<file path="src/pcg_pkg.sv">
package pcg_pkg;

  ////////////////////////////////////////////////////////////////////////////
  // Register indices; the byte address is four times the index
  localparam logic [15:0] IDX_SYS_SRC = 16'h5060;
  localparam logic [15:0] IDX_NF = 16'h5062;
  localparam logic [15:0] IDX_LCD = 16'h5063;
  localparam logic [15:0] IDX_OUT = 16'h5064;
  localparam logic [15:0] IDX_TMR = 16'h5065;

  localparam logic [31:0] ADDR_SYS_SRC = {14'h0000, IDX_SYS_SRC, 2'h0};
  localparam logic [31:0] ADDR_NF = {14'h0000, IDX_NF, 2'h0};
  localparam logic [31:0] ADDR_LCD = {14'h0000, IDX_LCD, 2'h0};
  localparam logic [31:0] ADDR_OUT = {14'h0000, IDX_OUT, 2'h0};
  localparam logic [31:0] ADDR_TMR = {14'h0000, IDX_TMR, 2'h0};

  ////////////////////////////////////////////////////////////////////////////
  // Field positions
  localparam int SYS_SRC_BIT = 0;
  localparam int NF_NMI_BIT = 0;
  localparam int NF_RST_BIT = 1;
  localparam int LCD_EN_BIT = 0;
  localparam int LCD_SRC_BIT = 1;
  localparam int LCD_DIV_LSB = 2;
  localparam int OUT_SUB_EN_BIT = 0;
  localparam int OUT_MAIN_EN_BIT = 1;
  localparam int OUT_DIV_LSB = 2;
  localparam int TMR_EN_BIT = 0;
  localparam int TMR_DIV_LSB = 1;

  ////////////////////////////////////////////////////////////////////////////
  // Values after reset and writable bits
  localparam logic [7:0] SYS_SRC_RESET = 8'h00;
  localparam logic [7:0] NF_RESET = 8'h02;
  localparam logic [7:0] LCD_RESET = 8'h02;
  localparam logic [7:0] OUT_RESET = 8'h00;
  localparam logic [7:0] TMR_RESET = 8'h00;
  localparam logic [7:0] SYS_SRC_MASK = 8'h01;
  localparam logic [7:0] NF_MASK = 8'h03;
  localparam logic [7:0] LCD_MASK = 8'h1F;
  localparam logic [7:0] OUT_MASK = 8'h0F;
  localparam logic [7:0] TMR_MASK = 8'h0F;

  ////////////////////////////////////////////////////////////////////////////
  // Divider codes and counts
  localparam logic [3:0] LCD_DIV_BASE_BIT = 4'h4;
  localparam logic [2:0] LCD_DIV_MAX = 3'h4;
  localparam logic [2:0] TMR_DIV_MAX = 3'h5;
  localparam logic [1:0] OUT_DIV_MAX = 2'h2;
  localparam int MAIN_CNT_W = 9;
  localparam int SUB_CNT_W = 5;
  localparam int NF_PRESCALE = 8;
  localparam int NF_SAMPLES = 2;
  localparam int NF_MIN_SYS_CYCLES = NF_PRESCALE * NF_SAMPLES;
  localparam logic [2:0] NF_CNT_LAST = 3'(NF_PRESCALE - 1);

endpackage

</file>
<file path="src/pcg_noise_filter.sv">
`timescale 1ns/1ps
module pcg_noise_filter (
  input wire logic clk,
  input wire logic rst_n,
  input wire logic sample_tick,
  input wire logic enable,
  input wire logic din,
  output logic dout
);
  import pcg_pkg::*;

  logic smp_q, smp_d;
  logic filt_q, filt_d;

  // Level accepted only once two filter-clock samples agree
  always_comb begin
    smp_d = smp_q;
    filt_d = filt_q;
    if (sample_tick) begin
      smp_d = din;
      if (smp_q == din) begin
        filt_d = din;
      end
    end
  end

  always_ff @(posedge clk) begin
    if (!rst_n) begin
      smp_q <= 1'b0;
      filt_q <= 1'b0;
    end else begin
      smp_q <= smp_d;
      filt_q <= filt_d;
    end
  end

  assign dout = enable ? filt_q : din;
endmodule

</file>
<file path="src/pcg_top.sv">
`timescale 1ns/1ps
// Overview of operation
// - LCD source select bit D1 picks sub oscillator when 1 (reset) else main.
// - Sub oscillator source passes to LCD undivided; divider code ignored.
// - Main oscillator source divided by 32..512 per field D[4:2], reset 0.
// - LCD clock enable D0 resets 0 blocking clock; 1 delivers it.
// - Timer divider D[3:1] divides sub clock by 1..32; reserved codes exist.
// - Timer clock enable D0 resets 0 blocking; 1 delivers divided clock.
// - Main clock output divider D[3:2] gives 1, 1/2, 1/4; reset 0.
// - Main output enable D1 drives divided main clock, 0 disables it.
// - Output enables act unsynchronised to the clock; glitches may appear.
// - Sub output enable D0 drives undivided sub clock, 0 disables it.
// - Separate reset and interrupt filters; D1 reset, D0 interrupt; 0 bypasses.
// - Filters sample at system clock/8; need 16 system cycles to pass.
// - Watchdog request feeds interrupt filter; outputs feed core reset, interrupt.
// - System source bit D0 selects sub when 1, main when 0; clocks filters.
// - Reset filter enable reads 1 after reset.
// - Interrupt filter enable reads 0 after reset.
module pcg_top (
  input wire logic CLK,
  input wire logic RST_N,
  input wire logic PSEL,
  input wire logic PENABLE,
  input wire logic PWRITE,
  input wire logic [31:0] PADDR,
  input wire logic [31:0] PWDATA,
  output logic [31:0] PRDATA,
  output logic PREADY,
  output logic PSLVERR,
  input wire logic MAIN_OSC_CLK,
  input wire logic SUB_OSC_CLK,
  input wire logic RESET_REQ_N,
  input wire logic WDT_NMI_REQ,
  output logic LCD_CLOCK,
  output logic TIMER_CLOCK,
  output logic MAIN_CLK_OUT,
  output logic SUB_CLK_OUT,
  output logic CORE_RESET_N,
  output logic CORE_NMI
);
  import pcg_pkg::*;

  ////////////////////////////////////////////////////////////////////////////
  // Input synchronisers; stage 0 only feeds stage 1
  logic [1:0] main_sync_q, sub_sync_q, rst_sync_q, nmi_sync_q;
  logic main_prev_q, sub_prev_q;
  logic main_lvl, sub_lvl, main_rise, sub_rise;

  always_ff @(posedge CLK) begin
    if (!RST_N) begin
      main_sync_q <= 2'h0;
      sub_sync_q <= 2'h0;
      rst_sync_q <= 2'h3;
      nmi_sync_q <= 2'h0;
      main_prev_q <= 1'b0;
      sub_prev_q <= 1'b0;
    end else begin
      main_sync_q <= {main_sync_q[0], MAIN_OSC_CLK};
      sub_sync_q <= {sub_sync_q[0], SUB_OSC_CLK};
      rst_sync_q <= {rst_sync_q[0], RESET_REQ_N};
      nmi_sync_q <= {nmi_sync_q[0], WDT_NMI_REQ};
      main_prev_q <= main_sync_q[1];
      sub_prev_q <= sub_sync_q[1];
    end
  end

  assign main_lvl = main_sync_q[1];
  assign sub_lvl = sub_sync_q[1];
  assign main_rise = main_sync_q[1] & ~main_prev_q;
  assign sub_rise = sub_sync_q[1] & ~sub_prev_q;

  ////////////////////////////////////////////////////////////////////////////
  // Registers
  logic [7:0] src_q, src_d, nf_q, nf_d, lcd_q, lcd_d, out_q, out_d, tmr_q, tmr_d;
  logic [31:0] prdata_q, prdata_d;
  logic wr_acc, hit;

  assign wr_acc = PSEL & PENABLE & PWRITE;
  assign hit = (PADDR == ADDR_SYS_SRC) || (PADDR == ADDR_NF) || (PADDR == ADDR_LCD) ||
               (PADDR == ADDR_OUT) || (PADDR == ADDR_TMR);

  always_comb begin
    src_d = src_q;
    nf_d = nf_q;
    lcd_d = lcd_q;
    out_d = out_q;
    tmr_d = tmr_q;
    prdata_d = prdata_q;
    if (wr_acc) begin
      unique case (PADDR)
        ADDR_SYS_SRC: src_d = PWDATA[7:0] & SYS_SRC_MASK;
        ADDR_NF: nf_d = PWDATA[7:0] & NF_MASK;
        ADDR_LCD: lcd_d = PWDATA[7:0] & LCD_MASK;
        ADDR_OUT: out_d = PWDATA[7:0] & OUT_MASK;
        ADDR_TMR: tmr_d = PWDATA[7:0] & TMR_MASK;
        default: ;
      endcase
    end
    // Read data latched in the setup cycle so the access phase needs no wait
    if (PSEL && !PENABLE && !PWRITE) begin
      unique case (PADDR)
        ADDR_SYS_SRC: prdata_d = {24'h000000, src_q};
        ADDR_NF: prdata_d = {24'h000000, nf_q};
        ADDR_LCD: prdata_d = {24'h000000, lcd_q};
        ADDR_OUT: prdata_d = {24'h000000, out_q};
        ADDR_TMR: prdata_d = {24'h000000, tmr_q};
        default: prdata_d = 32'h00000000;
      endcase
    end
  end

  always_ff @(posedge CLK) begin
    if (!RST_N) begin
      src_q <= SYS_SRC_RESET;
      nf_q <= NF_RESET;
      lcd_q <= LCD_RESET;
      out_q <= OUT_RESET;
      tmr_q <= TMR_RESET;
      prdata_q <= 32'h00000000;
    end else begin
      src_q <= src_d;
      nf_q <= nf_d;
      lcd_q <= lcd_d;
      out_q <= out_d;
      tmr_q <= tmr_d;
      prdata_q <= prdata_d;
    end
  end

  assign PRDATA = prdata_q;
  assign PREADY = 1'b1;
  assign PSLVERR = PSEL & PENABLE & ~hit;

  ////////////////////////////////////////////////////////////////////////////
  // Field decode
  logic sys_sub_sel, lcd_en, lcd_src_sub, tmr_en, mout_en, sout_en;
  logic [2:0] lcd_div, tmr_div;
  logic [1:0] out_div;

  assign sys_sub_sel = src_q[SYS_SRC_BIT];
  assign lcd_en = lcd_q[LCD_EN_BIT];
  assign lcd_src_sub = lcd_q[LCD_SRC_BIT];
  assign lcd_div = lcd_q[LCD_DIV_LSB +: 3];
  assign tmr_en = tmr_q[TMR_EN_BIT];
  assign tmr_div = tmr_q[TMR_DIV_LSB +: 3];
  assign mout_en = out_q[OUT_MAIN_EN_BIT];
  assign sout_en = out_q[OUT_SUB_EN_BIT];
  assign out_div = out_q[OUT_DIV_LSB +: 2];

  ////////////////////////////////////////////////////////////////////////////
  // Edge counters; bit k of a counter runs at source/2^(k+1)
  logic [MAIN_CNT_W-1:0] main_cnt_q, main_cnt_d;
  logic [SUB_CNT_W-1:0] sub_cnt_q, sub_cnt_d;
  logic [2:0] nf_cnt_q, nf_cnt_d;
  logic sys_rise, nf_tick;

  assign sys_rise = sys_sub_sel ? sub_rise : main_rise;
  assign nf_tick = sys_rise && (nf_cnt_q == NF_CNT_LAST);

  always_comb begin
    main_cnt_d = main_cnt_q + MAIN_CNT_W'(main_rise);
    sub_cnt_d = sub_cnt_q + SUB_CNT_W'(sub_rise);
    nf_cnt_d = nf_cnt_q + 3'(sys_rise);
  end

  always_ff @(posedge CLK) begin
    if (!RST_N) begin
      main_cnt_q <= '0;
      sub_cnt_q <= '0;
      nf_cnt_q <= 3'h0;
    end else begin
      main_cnt_q <= main_cnt_d;
      sub_cnt_q <= sub_cnt_d;
      nf_cnt_q <= nf_cnt_d;
    end
  end

  ////////////////////////////////////////////////////////////////////////////
  // Clock selection and gating
  logic [2:0] lcd_code, tmr_code;
  logic [3:0] lcd_bit;
  logic lcd_d_clk, tmr_d_clk, mout_d_clk, sout_d_clk;
  logic lcd_clk_q, tmr_clk_q, mout_q, sout_q;

  always_comb begin
    lcd_code = (lcd_div > LCD_DIV_MAX) ? LCD_DIV_MAX : lcd_div;
    lcd_bit = LCD_DIV_BASE_BIT + {1'b0, lcd_code};
    tmr_code = (tmr_div > TMR_DIV_MAX) ? TMR_DIV_MAX : tmr_div;
    if (lcd_src_sub) begin
      lcd_d_clk = lcd_en & sub_lvl;
    end else begin
      lcd_d_clk = lcd_en & main_cnt_q[lcd_bit];
    end
    if (tmr_code == 3'h0) begin
      tmr_d_clk = tmr_en & sub_lvl;
    end else begin
      tmr_d_clk = tmr_en & sub_cnt_q[tmr_code - 3'h1];
    end
    // Reserved main output code falls back to 1/4
    if (out_div == 2'h0) begin
      mout_d_clk = mout_en & main_lvl;
    end else if (out_div == 2'h1) begin
      mout_d_clk = mout_en & main_cnt_q[0];
    end else begin
      mout_d_clk = mout_en & main_cnt_q[1];
    end
    sout_d_clk = sout_en & sub_lvl;
  end

  // Enables gate the running clock with no phase alignment, so runts can occur
  always_ff @(posedge CLK) begin
    if (!RST_N) begin
      lcd_clk_q <= 1'b0;
      tmr_clk_q <= 1'b0;
      mout_q <= 1'b0;
      sout_q <= 1'b0;
    end else begin
      lcd_clk_q <= lcd_d_clk;
      tmr_clk_q <= tmr_d_clk;
      mout_q <= mout_d_clk;
      sout_q <= sout_d_clk;
    end
  end

  // Undivided main clock is resampled, so duty jitters by one CLK period
  assign LCD_CLOCK = lcd_clk_q;
  assign TIMER_CLOCK = tmr_clk_q;
  assign MAIN_CLK_OUT = mout_q;
  assign SUB_CLK_OUT = sout_q;

  ////////////////////////////////////////////////////////////////////////////
  // Noise filters toward the core
  logic rst_filt, nmi_filt, core_rst_n_q, core_nmi_q;

  pcg_noise_filter u_rst_filter (
    .clk(CLK),
    .rst_n(RST_N),
    .sample_tick(nf_tick),
    .enable(nf_q[NF_RST_BIT]),
    .din(~rst_sync_q[1]),
    .dout(rst_filt)
  );

  pcg_noise_filter u_nmi_filter (
    .clk(CLK),
    .rst_n(RST_N),
    .sample_tick(nf_tick),
    .enable(nf_q[NF_NMI_BIT]),
    .din(nmi_sync_q[1]),
    .dout(nmi_filt)
  );

  always_ff @(posedge CLK) begin
    if (!RST_N) begin
      core_rst_n_q <= 1'b1;
      core_nmi_q <= 1'b0;
    end else begin
      core_rst_n_q <= ~rst_filt;
      core_nmi_q <= nmi_filt;
    end
  end

  assign CORE_RESET_N = core_rst_n_q;
  assign CORE_NMI = core_nmi_q;
endmodule

</file>
<file path="config.mk">
export PLATFORM = sky130hd
export DESIGN_NAME = pcg_top
export DESIGN_NICKNAME = d
export VERILOG_FILES = /design/src/pcg_pkg.sv /design/src/pcg_noise_filter.sv /design/src/pcg_top.sv
export SDC_FILE = /design/constraint.sdc
export NUM_CORES = 1
export LEC_CHECK = 0
export ABC_AREA = 1
export ABC_CLOCK_PERIOD_IN_PS = 2000
export BUFFER_PORTS_ARGS = -buffer_cell sky130_fd_sc_hd__buf_2
export CORE_MARGIN = 4
export CORE_UTILIZATION = 46
export CTS_CLUSTER_SIZE = 20
export DETAILED_ROUTE_END_ITERATION = 6
export PLACE_DENSITY_LB_ADDON = 0.3
export SYNTH_ARGS = -nofsm -noshare
export SYNTH_HDL_FRONTEND = slang
export SYNTH_HIERARCHICAL = 1
export SYNTH_SLANG_ARGS = --single-unit
</file>
<file path="constraint.sdc">
create_clock -name CLK -period 2 [get_ports CLK]
set_input_delay 0.4 -clock CLK [delete_from_list [all_inputs] [get_ports CLK]]
set_output_delay 0.4 -clock CLK [all_outputs]
set_load 0.02 [all_outputs]
</file>
; Word-level counts from Yosys, hierarchy flattened
; Index checks and enable logic that the tools add are counted.
[word_totals]
register_bits = 85
latchBits = 0
ramBits = 0
mem_bits_ro = 0
output_inout_bits = 40
memories = 0
[op_classes]
add_sub_neg = 5
multipliers = 0
div = 0
n_lt_le_gt_ge = 4
eq_ne = 9
shift = 0
n_mux = 14
n_bitwise = 18
reduce_logical = 18
[op_table]
columns = op, n
row1 = 32-bit by 17-bit == test with 1-bit output (second input constant), 5
row2 = 5-bit case mux with 5 select lines, 1
row3 = 2-bit AND reduction, 7
row4 = 1-bit AND, 13
row5 = 9-bit by 1-bit adder with 9-bit output, 1
row6 = 1-bit two-way mux, 9
row7 = 3-bit greater-than comparator (second input constant), 2
row8 = 3-bit two-way mux, 2
row9 = 5-bit by 1-bit adder with 5-bit output, 1
row10 = 4-bit by 5-bit less-than comparator with 1-bit output (second input constant), 1
row11 = 1-bit inverter, 5
row12 = 3-bit by 3-bit adder with 4-bit output (first input constant), 1
row13 = 1-bit binary-select mux with 4-bit select, 1
row14 = 1-bit logical OR, 4
row15 = 3-bit by 4-bit less-than comparator with 1-bit output (second input constant), 1
row16 = 3-bit by 1-bit adder with 3-bit output, 1
row17 = 1-bit binary-select mux with 3-bit select, 1
row18 = 3-bit == test (second input constant), 1
row19 = 1-bit logical AND, 3
row20 = 3-bit logical NOT, 1
row21 = 3-bit by 1-bit subtractor with 3-bit output (second input constant), 1
row22 = 1-bit == test, 2
row23 = 2-bit by 1-bit == test with 1-bit output (second input constant), 1
row24 = 1-bit logical NOT, 2
row25 = 2-bit logical NOT, 1

; Logic depth before layout (Yosys ltp)
[logic_depth]
word_depth = 7
depth_mapped = 12
ltp_nobuf = 12

; By module
; Netlist, hierarchy kept.
[modules_own_cells]
columns = module, instances, cells_per_inst, area_each_um2
row1 = pcg_top, 1, 376, 2701.3
row2 = pcg_noise_filter, 2, 12, 87.6

; Least setup slack after synthesis
; Ideal clock, no wire load.
[synth_timing]
path_kind = input port to output port
startpoint = input PADDR[27]
endpoint = output PSLVERR
t_arrival_ns = 1.479
required_time_ns = 1.600
slack_ns = 0.121
cell_stages = 8
path_cell_list = nor2_1 -> and2_1 -> nand2_1 -> nor2_4 -> buf_6 -> nand2_2 -> nand4_1 -> nor3_1
[synth_between]
elab_chain_cells = 7
elab_cells_between_ends = 11
cone_classes = eq/ne: 5 / bitwise: 2 / reduce/logical: 4
[synth_lines]
columns = item, line
row1 = "start, declared", pcg_top.sv:25  ; input wire logic [31:0] PADDR,
row2 = 32-bit by 17-bit == test with 1-bit output, pcg_top.sv:79  ; assign hit = (PADDR == ADDR_SYS_SRC) || (PADDR == ADDR_NF) || (PADDR == ADDR_LCD) ||
row3 = 1-bit logical OR (3 in series), pcg_top.sv:79
row4 = 1-bit logical OR *, pcg_top.sv:80  ; (PADDR == ADDR_OUT) || (PADDR == ADDR_TMR);
row5 = 1-bit inverter *, pcg_top.sv:132  ; assign PSLVERR = PSEL & PENABLE & ~hit;
row6 = 1-bit AND *, pcg_top.sv:132
row7 = "end, declared", pcg_top.sv:29  ; output logic PSLVERR,
; Every way passes the cells marked *; elsewhere a longest branch is shown, timed or not.

; Final worst setup path
[layout_timing]
startpoint = input PADDR[31]
endpoint = output PSLVERR
; Same word-level chain as after synthesis.

==> metrics <==
worst skew pair latency 0.34 ns; Rows 28; largest net degree at the start of global routing 31; fin area 0.00339 sq mm; Hold Path Depth 2; WL met3 325 um; Syn Area/Cell 7.19 sq um; Cell Pwr Density 693 mW/mm^2; Comb power frac 0.082; leakage power 1.70 nW; global-route wire length before repair 9800 um; Finish-stage setup viols 0; Mapped Cells 400; synthesized area 0.00288 sq mm; worst r2r path cells 11; yosys warns 6; final period utilization 0.957; Synth area leader dfxtp_1; Synth top area share 0.404; vias in the first global route 2332; worst min-delay path class in2reg; Clk network pwr share 0.416; Die X 87.1 um; via-per-instance ratio 4.55; Placer Congestion 0.780; # port buffers 57; Initial Util 0.480; total CTS buffers 9; met1 WL 2560 um; Fmax 522 MHz; drt first pass iters 4; Yosys cell types 34; final hold violations 0; Worst-path clk slew 0.06 ns; gr usage total 0.166; core area 0.00599 sq mm; Worst EP arrival 1.51 ns; DIE AREA 0.00758 sq mm; met2 WL post-DR 2940 um; Final Critical Period 1.91 ns; maximum fanout along the worst path 8; Sw Ratio 0.241; DRT iter0 DRCs 78; initial antenna violation count 0; multiplexer area fraction after synthesis 0; compound-gate portion of the synthesized area 0.134; fin util 0.566; Cell Int Power 0.00178 W; Clock Tree Buf Depth 2; CTS tree yes; Area Overhead vs Synth 17.9%; final global-route overflow total 0; Final nets 548; Ports 113; DRT antenna net count 0; synthesized flop and latch total 58; CP required 1.60 ns; vias post-DR 2497; final number of max-transition violations 0; main combinational cell family by area after synthesis simple AND/OR/NAND/NOR gates; antenna cell count 0; Fill cells 584; Seq pwr share 0.501; die height 87.1 um; leading post-synthesis cells by cell area dfxtp_1, nand2_1, inv_1; layout cells sized above 1 0.224; final wirelength 5920 um; status finished clean; # DRC 0; worst vdd ir 424 uV; final setup skew 0.00581 ns; Final HPWL DP 4540 um; Top Layer Used met4; critical path class in2out; Psw 0.000567 W; CP endpoint kind output port; Startpoint Class primary input; Root Driver clkbuf_8; routed len/inst 10.8 um; Placed Area 0.00316 sq mm; register area share after synthesis 0.404; Post-Synth XOR/XNOR Area 0.00609; Max Cap Viol 0; CTS sink cnt 58; Synth Area in Simple Gates 0.262; htree depth 3; Synth Area in Adders 0.0261
-- cell usage after synthesis (all sizes together) --
master,count
o21a,1
a21oi,28
buf,30
o311a,1
dfxtp,58
nand3,16
or2,2
nor3b,1
xnor2,1
a211oi,1
conb,2
clkbuf,4
ha,6
and2,2
o21ai,36
o211ai,2
nand2,86
nand3b,1
nor3,9
nor2,46
a221oi,1
inv,63
nand4,2
xor2,1
-- power by group through the flow --
stage / registers [W] / logic (W) / clock network (W)
2_1_floorplan: 0.00120 / 0.000158 / 0
3_3_place_gp: 0.00120 / 0.000187 / 0
3_5_place_dp: 0.00120 / 0.000191 / 0
4_1_cts: 0.00118 / 0.000191 / 0.00100
5_1_grt: 0.00118 / 0.000218 / 0.00106
6_report: 0.00118 / 0.000193 / 0.000978
-- critical path, stage by stage --
cell and delay (ns):
buf_2 0.09, nor2_1 0.08, and2_1 0.12, nand2_1 0.08, nor2_4 0.29, nand2_2 0.10
nand4_1 0.12, nor3_1 0.06, buf_2 0.15
-- registers in the layout, indices dropped and copies added, names as in the netlist, 2 cells and up --
name,count
PRDATA,5
nf_q,2
main_cnt_q,9
tmr_q,4
sub_cnt_q,5
nmi_sync_q,2
nf_cnt_q,3
rst_sync_q,2
out_q,4
main_sync_q,2
lcd_q,5
sub_sync_q,2
-- cell usage in the layout, fill, tap and decap left out, types with 12 or more instances in the layout --
| cell type | count |
|---|---|
| nor2_1 | 35 |
| nand2_1 | 80 |
| nand3_1 | 15 |
| buf_2 | 57 |
| o21ai_0 | 29 |
| a21oi_1 | 24 |
| clkbuf_8 | 12 |
| inv_1 | 62 |
| conb_1 | 28 |
| dfxtp_1 | 58 |
-- final timing paths --
path                  startpoint  slack [ns]             to
setup / recovery       PADDR[31]        0.09        PSLVERR
setup reg to reg  main_sync_q[1]        0.30  main_cnt_q[8]
hold reg to reg    rst_sync_q[0]        0.42  rst_sync_q[1]
hold / removal       RESET_REQ_N        0.25  rst_sync_q[0]
-- metrics by stage --
stage | power, W | TNS, ns | hold WS (ns) | instances | worst slack, ns
3_5_place_dp | 0.00139 | 0 | 0.401 | 529 | 0.100
2_1_floorplan | 0.00136 | 0 | 0.390 | 426 | 0.121
4_1_cts | 0.00237 | 0 | 0.236 | 545 | 0.0937
6_report | 0.00235 | 0 | 0.248 | 549 | 0.0861
5_1_grt | 0.00245 | -0.0177 | 0.239 | 549 | -0.0177
3_3_place_gp | 0.00139 | 0 | 0.394 | 529 | 0.115
-- logic make-up (layout without fill, tap and decap cells) --
kind of cell,count (synthesis),count (layout)
simple gates,165,165
buf+inv,97,145
compound gates,70,70
flops,58,58
fa+ha+maj,6,6
other cells,2,28
xor+xnor,2,2
-- final cells by class --
cell class / instances / area (sq um) / area share
Multi-Input combinational cell: 271 / 1350 / 0.399
Sequential cell: 58 / 1160 / 0.342
Timing Repair Buffer: 66 / 365 / 0.108
Inverter: 63 / 236 / 0.0697
Clock buffer: 14 / 173 / 0.0509
Tap cell: 75 / 93.8 / 0.0277
Clock inverter: 2 / 10.0 / 0.00295
-- per-layer routing --
layer | GRT usage | vias up
li1 | - | 1342
met1 | 0.198 | 1094
met2 | 0.277 | 49
met3 | 0.0520 | 12
met4 | 0.0595 | 0
met5 | 0 | -
-- timing repair --
item | CTS | global route
gates resized for setup | 0 | 5
endpoints found under the setup margin | 0 | 1
setup buffers | 0 | 4
hold buffers | 0 | 0
(Power assumes the default switching activity.)
